<file path="config.mk">
export PLATFORM = sky130hd
export DESIGN_NAME = serial_tx_link_config_regs
export DESIGN_NICKNAME = d
export VERILOG_FILES = /design/src/hw/link_pkg.sv /design/src/hw/axil_reg_slave.sv /design/src/hw/lane_checksum.sv /design/src/hw/serial_tx_link_config_regs.sv
export VERILOG_INCLUDE_DIRS = /design/src /design/src/hw
export SDC_FILE = /design/constraint.sdc
export NUM_CORES = 1
export LEC_CHECK = 0
export BUFFER_PORTS_ARGS = -buffer_cell sky130_fd_sc_hd__buf_2
export CORE_AREA = 3 3 151 153
export DETAILED_ROUTE_END_ITERATION = 12
export DIE_AREA = 0 0 154 156
export PLACE_DENSITY_LB_ADDON = 0.05
export SYNTH_ARGS = -nofsm -noshare
export SYNTH_HDL_FRONTEND = slang
export SYNTH_SLANG_ARGS = --single-unit
</file>
<file path="constraint.sdc">
create_clock -name aclk -period 8.8 [get_ports aclk]
set_input_delay 1.32 -clock aclk [delete_from_list [all_inputs] [get_ports aclk]]
set_output_delay 1.32 -clock aclk [all_outputs]
set_load 0.02 [all_outputs]
</file>
<file path="src/hw/link_cfg.svh">
// Register indices, field positions, reset values and lane identifiers of the link configuration bank.
`ifndef LINK_CFG_SVH
`define LINK_CFG_SVH

// ****************************************************************
// Register indices; the byte address on the bus is four times these.
// ****************************************************************
`define IDX_SUBCLASS_BITS   16'h0590
`define IDX_SAMPLES_FRAME   16'h0591
`define IDX_DENSITY_CTRL    16'h0592
`define IDX_LANE0_CKSUM     16'h05a0
`define IDX_LANE1_CKSUM     16'h05a1
`define IDX_LANE_PDOWN      16'h05b0
`define IDX_LANE0_ASSIGN    16'h05b2

// ****************************************************************
// Field positions.
// ****************************************************************
`define SUBCLASS_MSB        7
`define SUBCLASS_LSB        5
`define NP_MSB              4
`define NP_LSB              0
`define HD_BIT              7
`define PDOWN_LANE1_BIT     2
`define PDOWN_LANE0_BIT     0
`define ASSIGN_RSV_MSB      6
`define ASSIGN_RSV_LSB      4
`define ASSIGN_SEL_MSB      2
`define ASSIGN_SEL_LSB      0

// ****************************************************************
// Reset values, fixed read values and lane identifiers.
// ****************************************************************
`define RST_SUBCLASS_BITS   8'h2f
`define RST_LANE_PDOWN      8'hfa
`define RST_LANE0_ASSIGN    8'h00
`define RST_LANE0_CKSUM     8'hc3
`define RST_LANE1_CKSUM     8'hc4
`define SAMPLES_RSV_VALUE   3'h1
`define LANE0_LID           5'h00
`define LANE1_LID           5'h01

`endif

</file>
<file path="src/hw/link_pkg.sv">
// Types shared by the link configuration bank and its helpers.
package link_pkg;

    // Link parameters reported by the framer, read-only to software.
    typedef struct packed {
        logic       hd;
        logic [4:0] cf;
        logic [4:0] s_field;
    } link_report_t;

    // Link parameters held elsewhere in the bank that enter the checksum.
    typedef struct packed {
        logic [7:0] did;
        logic [3:0] bid;
        logic       scr;
        logic [4:0] l_m1;
        logic [7:0] f_m1;
        logic [4:0] k_m1;
        logic [7:0] m_m1;
        logic [1:0] cs;
        logic [4:0] n_m1;
        logic [2:0] jesdv;
    } link_static_t;

    // Everything that one lane checksum adds up except the lane number.
    typedef struct packed {
        link_static_t st;
        link_report_t rep;
        logic [4:0]   np_m1;
        logic [2:0]   subclass;
    } cksum_in_t;

    // One write taken from the register bus.
    typedef struct packed {
        logic [15:0] addr;
        logic [31:0] data;
        logic [3:0]  strb;
    } reg_wr_t;

    // Four logical lane words offered to the lane crossbar.
    typedef logic [3:0][7:0] lane_bus_t;

    typedef enum logic [1:0] {
        RESP_OKAY   = 2'b00,
        RESP_SLVERR = 2'b10
    } axi_resp_t;

endpackage : link_pkg

</file>
<file path="src/hw/axil_reg_slave.sv">
// AXI4-Lite slave front end with one write and one read in flight.
`timescale 1ns/1ps
module axil_reg_slave
    import link_pkg::*;
(
    // Clock and reset.
    input  wire logic        aclk,
    input  wire logic        aresetn,
    // Write channels.
    input  wire logic [15:0] awaddr,
    input  wire logic        awvalid,
    output logic             awready,
    input  wire logic [31:0] wdata,
    input  wire logic [3:0]  wstrb,
    input  wire logic        wvalid,
    output logic             wready,
    output logic [1:0]       bresp,
    output logic             bvalid,
    input  wire logic        bready,
    // Read channels.
    input  wire logic [15:0] araddr,
    input  wire logic        arvalid,
    output logic             arready,
    output logic [31:0]      rdata,
    output logic [1:0]       rresp,
    output logic             rvalid,
    input  wire logic        rready,
    // Register side.
    output logic             wr_en,
    output reg_wr_t          wr,
    input  wire logic        wr_ok,
    input  wire logic [31:0] rd_data,
    input  wire logic        rd_ok
);
    // Address and data are held until both have arrived.
    assign wr_en = !awready && !wready && !bvalid;

    always_ff @(posedge aclk) begin
        if (!aresetn) begin
            awready <= 1'b1;
            wready  <= 1'b1;
            bvalid  <= 1'b0;
            bresp   <= RESP_OKAY;
            wr      <= '0;
        end else begin
            if (awvalid && awready) begin
                wr.addr <= awaddr;
                awready <= 1'b0;
            end
            if (wvalid && wready) begin
                wr.data <= wdata;
                wr.strb <= wstrb;
                wready  <= 1'b0;
            end
            if (wr_en) begin
                bvalid <= 1'b1;
                bresp  <= wr_ok ? RESP_OKAY : RESP_SLVERR;
            end
            if (bvalid && bready) begin
                bvalid  <= 1'b0;
                awready <= 1'b1;
                wready  <= 1'b1;
            end
        end
    end

    // Read data is captured from the decode on the address handshake.
    always_ff @(posedge aclk) begin
        if (!aresetn) begin
            arready <= 1'b1;
            rvalid  <= 1'b0;
            rdata   <= 32'h00000000;
            rresp   <= RESP_OKAY;
        end else if (arvalid && arready) begin
            arready <= 1'b0;
            rvalid  <= 1'b1;
            rdata   <= rd_ok ? rd_data : 32'h00000000;
            rresp   <= rd_ok ? RESP_OKAY : RESP_SLVERR;
        end else if (rvalid && rready) begin
            rvalid  <= 1'b0;
            arready <= 1'b1;
        end
    end

endmodule : axil_reg_slave

</file>
<file path="src/hw/lane_checksum.sv">
// Per-lane configuration checksum, the modulo 256 sum of the lane's link parameters.
`timescale 1ns/1ps
module lane_checksum
    import link_pkg::*;
#(
    parameter logic [4:0] LANE_ID   = 5'h00,
    parameter logic [7:0] RST_VALUE = 8'h00
)
(
    // Clock and reset.
    input  wire logic       aclk,
    input  wire logic       aresetn,
    // Parameters and result.
    input  wire cksum_in_t  p,
    output logic      [7:0] sum_reg
);
    logic [7:0] sum_next;

    // Eight-bit adds drop the carries, which is the modulo 256.
    always_comb begin
        sum_next = p.st.did + 8'(p.st.bid) + 8'(LANE_ID) + 8'(p.st.scr)
                 + 8'(p.st.l_m1) + p.st.f_m1 + 8'(p.st.k_m1) + p.st.m_m1
                 + 8'(p.st.cs) + 8'(p.st.n_m1) + 8'(p.np_m1) + 8'(p.subclass)
                 + 8'(p.rep.s_field) + 8'(p.st.jesdv) + 8'(p.rep.cf) + 8'(p.rep.hd);
    end

    // The result is refreshed every cycle after reset.
    always_ff @(posedge aclk) begin
        if (!aresetn) begin
            sum_reg <= RST_VALUE;
        end else begin
            sum_reg <= sum_next;
        end
    end

endmodule : lane_checksum

</file>
<file path="src/hw/serial_tx_link_config_regs.sv">
// Link transmitter configuration bank: subclass, sample format, link report, checksums and lane control.
//
// Decided for this implementation: the AXI4-Lite interface to the registers.
`timescale 1ns/1ps
`include "link_cfg.svh"
module serial_tx_link_config_regs
    import link_pkg::*;
(
    // Clock and reset.
    input  wire logic        aclk,
    input  wire logic        aresetn,
    // AXI4-Lite write channels.
    input  wire logic [15:0] awaddr,
    input  wire logic        awvalid,
    output logic             awready,
    input  wire logic [31:0] wdata,
    input  wire logic [3:0]  wstrb,
    input  wire logic        wvalid,
    output logic             wready,
    output logic [1:0]       bresp,
    output logic             bvalid,
    input  wire logic        bready,
    // AXI4-Lite read channels.
    input  wire logic [15:0] araddr,
    input  wire logic        arvalid,
    output logic             arready,
    output logic [31:0]      rdata,
    output logic [1:0]       rresp,
    output logic             rvalid,
    input  wire logic        rready,
    // Link parameters from the framer and the rest of the bank.
    input  wire link_report_t link_report,
    input  wire link_static_t link_static,
    // Logical lane words from the framer.
    input  wire lane_bus_t   logical_lane_data,
    // Configuration seen by the link transmitter.
    output logic [2:0]       subclass_reg,
    output logic [4:0]       np_field_reg,
    output logic [5:0]       samples_per_frame_reg,
    output logic [7:0]       lane0_checksum_reg,
    output logic [7:0]       lane1_checksum_reg,
    // Physical lanes.
    output logic             lane0_power_down_reg,
    output logic             lane1_power_down_reg,
    output logic [7:0]       serial_out_lane_zero_reg,
    output logic [7:0]       serial_out_lane_one_reg
);

    // ****************************************************************
    // Internal signals.
    // ****************************************************************
    logic         wr_en;
    reg_wr_t      wr;
    logic         wr_ok;
    logic         wr_byte;
    logic [15:0]  wr_idx;
    logic [15:0]  rd_idx;
    logic [31:0]  rd_data;
    logic         rd_ok;
    logic [7:0]   subclass_bits_reg;
    logic [7:0]   lane_pdown_reg;
    logic [7:0]   lane0_assign_reg;
    link_report_t report_reg;
    cksum_in_t    cksum_lane0;
    cksum_in_t    cksum_lane1;
    logic [7:0]   cksum0;
    logic [7:0]   cksum1;
    logic [7:0]   lane0_word;
    logic [2:0]   lane0_sel;

    // ****************************************************************
    // Bus front end.
    // ****************************************************************

    // The slave handles handshakes and answers; this module decodes.
    axil_reg_slave u_bus (
        .aclk    (aclk),
        .aresetn (aresetn),
        .awaddr  (awaddr),
        .awvalid (awvalid),
        .awready (awready),
        .wdata   (wdata),
        .wstrb   (wstrb),
        .wvalid  (wvalid),
        .wready  (wready),
        .bresp   (bresp),
        .bvalid  (bvalid),
        .bready  (bready),
        .araddr  (araddr),
        .arvalid (arvalid),
        .arready (arready),
        .rdata   (rdata),
        .rresp   (rresp),
        .rvalid  (rvalid),
        .rready  (rready),
        .wr_en   (wr_en),
        .wr      (wr),
        .wr_ok   (wr_ok),
        .rd_data (rd_data),
        .rd_ok   (rd_ok)
    );

    // Word addresses; the low two bits must be zero to hit a register.
    assign wr_idx  = {2'b00, wr.addr[15:2]};
    assign rd_idx  = {2'b00, araddr[15:2]};
    assign wr_byte = wr_en && wr.strb[0];

    // ****************************************************************
    // Write decode.
    // ****************************************************************

    // Every mapped register accepts a write; read-only ones ignore the data.
    always_comb begin
        wr_ok = 1'b0;
        if (wr.addr[1:0] == 2'b00) begin
            unique case (wr_idx)
                `IDX_SUBCLASS_BITS,
                `IDX_SAMPLES_FRAME,
                `IDX_DENSITY_CTRL,
                `IDX_LANE0_CKSUM,
                `IDX_LANE1_CKSUM,
                `IDX_LANE_PDOWN,
                `IDX_LANE0_ASSIGN: wr_ok = 1'b1;
                default:           wr_ok = 1'b0;
            endcase
        end
    end

    // ****************************************************************
    // Writable registers.
    // ****************************************************************

    // Subclass and N' minus one share one byte.
    always_ff @(posedge aclk) begin
        if (!aresetn) begin
            subclass_bits_reg <= `RST_SUBCLASS_BITS;
        end else if (wr_byte && wr_ok && wr_idx == `IDX_SUBCLASS_BITS) begin
            subclass_bits_reg <= wr.data[7:0];
        end
    end

    // All eight power-down bits are writable; reserved ones reset to one.
    always_ff @(posedge aclk) begin
        if (!aresetn) begin
            lane_pdown_reg <= `RST_LANE_PDOWN;
        end else if (wr_byte && wr_ok && wr_idx == `IDX_LANE_PDOWN) begin
            lane_pdown_reg <= wr.data[7:0];
        end
    end

    // Bits 7 and 3 of the assignment byte are read-only zero.
    always_ff @(posedge aclk) begin
        if (!aresetn) begin
            lane0_assign_reg <= `RST_LANE0_ASSIGN;
        end else if (wr_byte && wr_ok && wr_idx == `IDX_LANE0_ASSIGN) begin
            lane0_assign_reg <= {1'b0, wr.data[`ASSIGN_RSV_MSB:`ASSIGN_RSV_LSB],
                                 1'b0, wr.data[`ASSIGN_SEL_MSB:`ASSIGN_SEL_LSB]};
        end
    end

    // ****************************************************************
    // Link report capture.
    // ****************************************************************

    // The framer's report is held so reads and checksums see a clean value.
    always_ff @(posedge aclk) begin
        if (!aresetn) begin
            report_reg <= '0;
        end else begin
            report_reg <= link_report;
        end
    end

    // ****************************************************************
    // Read decode.
    // ****************************************************************

    // Reserved bits of the sample and density bytes read as their fixed values; unmapped words answer SLVERR.
    always_comb begin
        rd_data = 32'h00000000;
        rd_ok   = 1'b0;
        if (araddr[1:0] == 2'b00) begin
            rd_ok = 1'b1;
            unique case (rd_idx)
                `IDX_SUBCLASS_BITS: rd_data[7:0] = subclass_bits_reg;
                `IDX_SAMPLES_FRAME: rd_data[7:0] = {`SAMPLES_RSV_VALUE, report_reg.s_field};
                `IDX_DENSITY_CTRL:  rd_data[7:0] = {report_reg.hd, 2'b00, report_reg.cf};
                `IDX_LANE0_CKSUM:   rd_data[7:0] = cksum0;
                `IDX_LANE1_CKSUM:   rd_data[7:0] = cksum1;
                `IDX_LANE_PDOWN:    rd_data[7:0] = lane_pdown_reg;
                `IDX_LANE0_ASSIGN:  rd_data[7:0] = lane0_assign_reg;
                default:            rd_ok = 1'b0;
            endcase
        end
    end

    // ****************************************************************
    // Lane checksums.
    // ****************************************************************

    // Both lanes share every parameter except their lane number.
    always_comb begin
        cksum_lane0          = '0;
        cksum_lane0.st       = link_static;
        cksum_lane0.rep      = report_reg;
        cksum_lane0.np_m1    = subclass_bits_reg[`NP_MSB:`NP_LSB];
        cksum_lane0.subclass = subclass_bits_reg[`SUBCLASS_MSB:`SUBCLASS_LSB];
        cksum_lane1          = cksum_lane0;
    end

    // Lane 0 adds lane number zero.
    lane_checksum #(
        .LANE_ID   (`LANE0_LID),
        .RST_VALUE (`RST_LANE0_CKSUM)
    ) u_cksum0 (
        .aclk    (aclk),
        .aresetn (aresetn),
        .p       (cksum_lane0),
        .sum_reg (cksum0)
    );

    // Lane 1 adds lane number one.
    lane_checksum #(
        .LANE_ID   (`LANE1_LID),
        .RST_VALUE (`RST_LANE1_CKSUM)
    ) u_cksum1 (
        .aclk    (aclk),
        .aresetn (aresetn),
        .p       (cksum_lane1),
        .sum_reg (cksum1)
    );

    // ****************************************************************
    // Lane crossbar for physical lane 0.
    // ****************************************************************

    assign lane0_sel = lane0_assign_reg[`ASSIGN_SEL_MSB:`ASSIGN_SEL_LSB];

    // Codes 0 to 3 pick a logical lane; codes 4 to 7 send zeros.
    always_comb begin
        lane0_word = 8'h00;
        if (!lane0_sel[2]) begin
            lane0_word = logical_lane_data[lane0_sel[1:0]];
        end
    end

    // ****************************************************************
    // Registered outputs.
    // ****************************************************************

    // Format settings and samples per frame as a count.
    always_ff @(posedge aclk) begin
        if (!aresetn) begin
            subclass_reg          <= 3'(`RST_SUBCLASS_BITS >> `SUBCLASS_LSB);
            np_field_reg          <= 5'(`RST_SUBCLASS_BITS);
            samples_per_frame_reg <= 6'h01;
        end else begin
            subclass_reg          <= subclass_bits_reg[`SUBCLASS_MSB:`SUBCLASS_LSB];
            np_field_reg          <= subclass_bits_reg[`NP_MSB:`NP_LSB];
            samples_per_frame_reg <= 6'(report_reg.s_field) + 6'h01;
        end
    end

    // Checksums as seen by the lane alignment sequence.
    always_ff @(posedge aclk) begin
        if (!aresetn) begin
            lane0_checksum_reg <= `RST_LANE0_CKSUM;
            lane1_checksum_reg <= `RST_LANE1_CKSUM;
        end else begin
            lane0_checksum_reg <= cksum0;
            lane1_checksum_reg <= cksum1;
        end
    end

    // Power-down controls to the serializers.
    always_ff @(posedge aclk) begin
        if (!aresetn) begin
            lane0_power_down_reg <= 1'b0;
            lane1_power_down_reg <= 1'b0;
        end else begin
            lane0_power_down_reg <= lane_pdown_reg[`PDOWN_LANE0_BIT];
            lane1_power_down_reg <= lane_pdown_reg[`PDOWN_LANE1_BIT];
        end
    end

    // Lane words; a powered-down lane carries zeros.
    always_ff @(posedge aclk) begin
        if (!aresetn) begin
            serial_out_lane_zero_reg <= 8'h00;
            serial_out_lane_one_reg  <= 8'h00;
        end else begin
            serial_out_lane_zero_reg <= lane_pdown_reg[`PDOWN_LANE0_BIT] ? 8'h00 : lane0_word;
            serial_out_lane_one_reg  <= lane_pdown_reg[`PDOWN_LANE1_BIT] ? 8'h00
                                                                         : logical_lane_data[1];
        end
    end

endmodule : serial_tx_link_config_regs

</file>
==> impl_results.md, run 1 <==
- Final wirelength: 18800 um
- Max-slew violation count: 0
- Synth Warn #: 0
- GRT Overall Usage: 0.158
- Cells after synthesis: 761
- Via density: 4.45
- Setup crit end kind: register
- Maximum vdd drop: 0.000206 V
- Register area share after synthesis: 0.363
- Largest register by flop count: u_bus.wr
- WL per Instance: 15.2 um
- Psw: 1070 uW
- Register share of total power: 0.258
- Post-CTS Hold Buffers: 0
- First-pass DRT Iterations: 4
- Post-Syn Area: 0.00755 mm^2
- Combinational cell fraction of total power: 0.478
- Cell area after layout: 0.00932 mm^2
- Commonest cells after routing, fill and taps aside: 202 x buf_2, 137 x dfxtp_1, 98 x inv_1
- Yosys reg bits: 137
- Share of flip-flops with an asynchronous set or reset: 0
- Clk pwr share: 0.264
- Slowest cell on crit path: fa_1
- Largest net degree at the start of global routing: 84
- CTS root buffer: clkbuf_16
- Fin crit share: 0.661
- Cell mode on critical path: fa_1
- Setup TNS: 0 ns
- Max clock buf depth: 2
- Switching part of the total: 0.377
- Fill count: 2195
- WP data required: 9.07 ns
- Clock latency on the worst-skew pair: 0.42 ns
- Pleak: 0.00449 uW
- Layout area overhead: 23.4%
- Final hold violations: 0
- DP Area: 0.00870 mm^2
- Commonest non-fill, non-tap cell in the layout: buf_2
- Status: completed
- Power Density: 304 mW/mm^2
- Relative slew slack: 0.428
- Num CTS Buffers: 17
- Total gr overflow: 0
- Netlist cell types: 50
- Port bufs: 202
- Clk sinks: 137
- Post-synth EDFFs: 0
- Cell family with most CP delay: adder cells
- DP HPWL: 14800 um
- Min Tclk post-route: 5.81 ns
- FMAX: 0.172 GHz
- Worst-path fanout max: 2
- Crit path cell chain: buf_2 -> ha_1 -> a21oi_1 -> nor2b_1 -> nor2_1 -> xor2_1 -> fa_1 -> inv_1 -> fa_1 -> inv_1 -> fa_1 -> fa_1 -> fa_1 -> inv_1 -> fa_1 -> a221o_1 -> o21ai_0 -> xor2_1 -> nand2_1
- Critical path class: primary input to register
- Die width: 154 um
- # Post-CTS Setup Buffers: 0
- Multi-input logic area: 0.00421 mm^2
- Worst Max-Slew Pin Slew: 0.852 ns
- Post-CTS Resized: 0
- Top FF cell, synth: dfxtp_1
- Largest stage delay on the critical path: 0.60 ns
- CTS tree: done
- # IOs: 256
- First-pass GRT wire length: 29700 um
- Die ar.: 0.0240 mm^2
- Clk pin slew, worst setup/hold paths: 0.07 ns
- Critical Path Start Type: primary input
- 1st-iter DRT viols: 205
- Bufs and invs on worst path: 4
- Initial antenna violation count: 0
- Die height: 156 um
- Vias in the first global route: 5463
- Initial Utilization: 0.348
- Placer Congestion: 0.789
- RSZ-0062 raised after global routing: false
- Largest register FFs: 25
- Core footprint: 0.0217 mm^2
- Via Count: 5531
- Internal Pwr Total: 1760 uW
- WP data arrival: 6.09 ns
- Final ANT Viol Nets: 0
- Maxcap violations: 0
- Setup Skew: 0.0143 ns
- Final #Nets: 1209
- H-tree depth: 4
- Worst Hold Class: register to register
- Setup violations, final: 0
- Share of layout cells above drive strength 1: 0.256
- # rows: 54
- Storage cell area: 0.00274 mm^2
- DRC viols: 0
- Avg Cell Area, Syn: 9.92 um^2
- Antenna Cells: 0
==> power groups by stage <==
stage	sequential (uW)	clock [uW]	combinational, uW
finish	729	747	1350
global route	737	796	1550
CTS	731	771	1360
detailed placement	745	0	1350
global placement	746	0	1360
floorplan	761	0	1000
==> layer usage <==
layer	vias up	wire, um	global-route usage
met5	-	0	0
met4	0	264	0.0479
met3	20	1080	0.0305
met2	170	8480	0.247
met1	2551	9030	0.222
li1	2790	-	-
==> through the flow <==
stage               std cells  utilization  hold slack (ns)  setup slack [ns]  power [uW]
floorplan                 786            -            0.410              2.95        1770
global placement         1212        0.401            0.422              2.55        2110
detailed placement       1212        0.401            0.424              2.49        2090
CTS                      1244        0.430            0.441              2.93        2870
global route             1244        0.430            0.465              2.68        3080
finish                   1244        0.430            0.441              2.99        2830
==> cell families after synthesis <==
| logic type | Yosys count | synth area share |
|---|---|---|
| xor+xnor | 25 | 0.0290 |
| simple gates | 219 | 0.147 |
| flops | 137 | 0.363 |
| buf+inv | 156 | 0.0916 |
| other cells | 1 | 0.000497 |
| fa+ha+maj | 91 | 0.219 |
| compound gates | 83 | 0.0711 |
| mux | 49 | 0.0784 |
==> layout make-up <==
class / count / share of cell area
clock buffers: 18 / 0.0471
clock inverters: 14 / 0.0192
inverters: 98 / 0.0395
multi-input cells: 493 / 0.452
flip-flops and latches: 137 / 0.294
well taps: 280 / 0.0376
repair buffers: 204 / 0.110
==> worst paths after layout <==
kind | from | end | slack, ns | cells past startpoint
worst max-delay path | link_static[38] | u_cksum1.sum_reg[6]$_SDFF_PN1_ | 2.99 | 19
worst min-delay path | u_cksum0.sum_reg[0]$_SDFF_PN1_ | lane0_checksum_reg[0]$_SDFF_PN1_ | 0.44 | 1
worst max register to register | cksum_lane0[10]$_SDFF_PN0_ | u_cksum1.sum_reg[6]$_SDFF_PN1_ | 4.17 | 13
worst min register to register | u_cksum0.sum_reg[0]$_SDFF_PN1_ | lane0_checksum_reg[0]$_SDFF_PN1_ | 0.44 | 1
==> worst reg2reg max path: cells and delay by family (launching register included) <==
kind / cells / cell delay (ns)
AO/OA/AOI/OAI: 2 / 0.42
XOR/XNOR: 1 / 0.16
buffers and inverters: 2 / 0.10
AND/OR/NAND/NOR: 1 / 0.07
adder cells (fa/ha/maj): 7 / 3.26
flip-flops: 1 / 0.48
==> synth_stat cells, types with 2 or more instances <==
master	n	area (um^2)
dfxtp_1	137	2740
o31ai_1	2	15.0
nand2b_1	16	100
a211oi_1	2	15.0
a22oi_1	2	15.0
o21ai_0	10	50.1
nand2_1	87	327
buf_4	26	195
nor3b_1	2	15.0
or4b_1	2	20.0
a221o_1	2	20.0
o2bb2ai_1	6	52.6
nand4_1	5	31.3
a21o_1	4	30.0
o211ai_1	5	37.5
ha_1	22	275
fa_1	69	1380
a31oi_1	2	12.5
mux2i_1	40	400
and3_1	11	68.8
nor2_1	27	101
nor2b_1	5	31.3
inv_1	98	368
nor4_1	2	12.5
nand3_1	14	70.1
clkbuf_1	25	93.8
xor2_1	9	78.8
buf_1	5	18.8
xnor2_1	16	140
a22o_1	4	35.0
a21oi_1	35	175
or3_1	2	12.5
nor4b_1	2	17.5
mux4_2	8	180
o221ai_1	4	35.0
and2_1	39	244
Note: power is estimated with default switching activity, not from simulation.
==> run 2, diff against run 1 <==
==> constraint.sdc (replaced) <==
create_clock -name aclk -period 5.6 [get_ports aclk]
set_input_delay 0.84 -clock aclk [delete_from_list [all_inputs] [get_ports aclk]]
set_output_delay 0.84 -clock aclk [all_outputs]
set_load 0.02 [all_outputs]
==> impl_results.md, run 2 (synthesis results as in run 1) <==
- Bufs and invs on worst path: 4
- Largest register by flop count: u_bus.wr
- Post-CTS Resized: 0
- Initial antenna violation count: 0
- Final hold violations: 0
- Switching part of the total: 0.381
- Port bufs: 202
- Die height: 156 um
- Maximum vdd drop: 0.000358 V
- Final wirelength: 18900 um
- GRT Overall Usage: 0.160
- 1st-iter DRT viols: 197
- Setup violations, final: 0
- Placer Congestion: 0.758
- Via Count: 5524
- Worst Max-Slew Pin Slew: 0.837 ns
- Final ANT Viol Nets: 0
- Maxcap violations: 0
- Fill count: 2197
- DP Area: 0.00871 mm^2
- Overall power: 4330 uW
- Clock latency on the worst-skew pair: 0.42 ns
- Largest net degree at the start of global routing: 84
- Cell area after layout: 0.00927 mm^2
- DRC viols: 0
- DP HPWL: 14900 um
- Fin crit share: 0.937
- Reg2reg setup slack: 0.98 ns
- Critical path depth in cells: 19
- Power Density: 467 mW/mm^2
- Final core utilization: 0.427
- Commonest cells after routing, fill and taps aside: 202 x buf_2, 137 x dfxtp_1, 98 x inv_1
- Min Tclk post-route: 5.25 ns
- Worst Hold Class: register to register
- RSZ-0062 raised after global routing: false
- First-pass GRT wire length: 29900 um
- Num CTS Buffers: 17
- Worst reg-to-reg path cell count: 13
- Crit path cell chain: buf_2 -> ha_1 -> a21oi_1 -> nor2b_1 -> nor2_1 -> xor2_1 -> fa_1 -> inv_1 -> fa_1 -> inv_1 -> fa_1 -> fa_1 -> fa_1 -> inv_1 -> fa_1 -> a221o_1 -> o21ai_0 -> xor2_1 -> nand2_1
- Psw: 1650 uW
- Die width: 154 um
- Cell family with most CP delay: adder cells
- Core footprint: 0.0217 mm^2
- Cell mode on critical path: fa_1
- Non-filler cells, final: 1246
- WP data required: 5.87 ns
- Total gr overflow: 0
- Max clock buf depth: 2
- Antenna Cells: 0
- Vias in the first global route: 5495
- Worst-path fanout max: 2
- Clk sinks: 137
- CTS tree: done
- Post-CTS Hold Buffers: 0
- Layout area overhead: 22.7%
- Storage cell area: 0.00274 mm^2
- CTS root buffer: clkbuf_16
- Combinational cell fraction of total power: 0.491
- # IOs: 256
- Critical path class: primary input to register
- Critical Path Start Type: primary input
- Via density: 4.43
- Clk pwr share: 0.244
- # Post-CTS Setup Buffers: 0
- Worst setup endpoint: u_cksum1.sum_reg[6]$_SDFF_PN1_
- Relative slew slack: 0.438
- Largest stage delay on the critical path: 0.59 ns
- Max-slew violation count: 0
- Initial Utilization: 0.348
- Largest register FFs: 25
- WP data arrival: 5.51 ns
- Critical R2R Capture: u_cksum1.sum_reg[6]$_SDFF_PN1_
- Register share of total power: 0.265
- Setup crit start: link_static[38]
- Share of layout cells above drive strength 1: 0.257
- Setup Skew: 0.0105 ns
- Die ar.: 0.0240 mm^2
- Setup crit end kind: register
- Commonest non-fill, non-tap cell in the layout: buf_2
- Slowest cell on crit path: fa_1
- Crit Reg-Reg Startpoint: cksum_lane0[10]$_SDFF_PN0_
- WL per Instance: 15.2 um
- Final #Nets: 1211
- Clk pin slew, worst setup/hold paths: 0.06 ns
- Placed cells: 1214
- Internal Pwr Total: 2680 uW
- Pleak: 0.00447 uW
- First-pass DRT Iterations: 6
- # rows: 54
- Multi-input logic area: 0.00421 mm^2
- Status: completed
- H-tree depth: 4
- FMAX: 0.191 GHz
==> run 2: changes by cell type in the layout (fill, tap and decap cells not counted), sizes merged <==
cell | previous run | this run
buf | 204 | 206
bufinv | 2 | 0
inv | 106 | 103
clkbuf | 18 | 19
clkinv | 3 | 7
==> run 2: worst reg2reg max path, cell delays in order, from the launching register on <==
cell     delay, ns
dfxtp_1       0.48
fa_1          0.54
fa_1          0.53
inv_1         0.05
fa_1          0.55
fa_1          0.45
fa_1          0.52
inv_1         0.05
ha_1          0.24
fa_1          0.42
a221o_1       0.33
o21ai_0       0.10
xor2_1        0.16
nand2_1       0.06
==> run 2: worst min path at each step <==
stage	from	endpoint	slack, ns	cells after the start
4_1_cts	u_cksum0.sum_reg[0]$_SDFF_PN1_	lane0_checksum_reg[0]$_SDFF_PN1_	0.44	1
3_3_place_gp	u_cksum0.sum_reg[0]$_SDFF_PN1_	lane0_checksum_reg[0]$_SDFF_PN1_	0.42	1
5_1_grt	u_bus.wr[46]$_SDFFE_PN0P_	u_bus.wr[46]$_SDFFE_PN0P_	0.47	2
6_report	u_cksum0.sum_reg[0]$_SDFF_PN1_	lane0_checksum_reg[0]$_SDFF_PN1_	0.44	1
2_1_floorplan	u_cksum0.sum_reg[0]$_SDFF_PN1_	lane0_checksum_reg[0]$_SDFF_PN1_	0.41	1
3_5_place_dp	u_cksum0.sum_reg[0]$_SDFF_PN1_	lane0_checksum_reg[0]$_SDFF_PN1_	0.43	1
==> run 2: power by group through the flow <==
stage	Clock [uW]	Sequential (uW)	Combinational, uW
floorplan	0	1200	1580
global placement	0	1180	2150
detailed placement	0	1170	2140
CTS	1080	1150	2160
global route	1130	1160	2420
finish	1050	1150	2120
==> run 2: cell type report <==
class / instances / share of cell area
Inverter: 98 / 0.0397
Multi-Input combinational cell: 493 / 0.454
Sequential cell: 137 / 0.296
Clock buffer: 19 / 0.0478
Clock inverter: 13 / 0.0122
Tap cell: 280 / 0.0378
Timing Repair Buffer: 206 / 0.112
==> run 2: per-stage QoR <==
| step | setup TNS, ns | setup slack (ns) | hold slack, ns |
|---|---|---|---|
| 2_1_floorplan | 0 | 0.234 | 0.410 |
| 3_3_place_gp | -0.0844 | -0.0844 | 0.421 |
| 3_5_place_dp | -0.0965 | -0.0965 | 0.428 |
| 4_1_cts | 0 | 0.349 | 0.443 |
| 5_1_grt | 0 | 0.153 | 0.470 |
| 6_report | 0 | 0.354 | 0.437 |
==> run 2: routing by layer <==
| layer | share of wire | routed length [um] | up-vias | track usage |
|---|---|---|---|---|
| li1 | - | - | 2792 | - |
| met1 | 0.48 | 9050 | 2558 | 0.227 |
| met2 | 0.45 | 8570 | 166 | 0.246 |
| met3 | 0.062 | 1170 | 8 | 0.0361 |
| met4 | 0.0079 | 150 | 0 | 0.0442 |
| met5 | 0 | 0 | - | 0 |
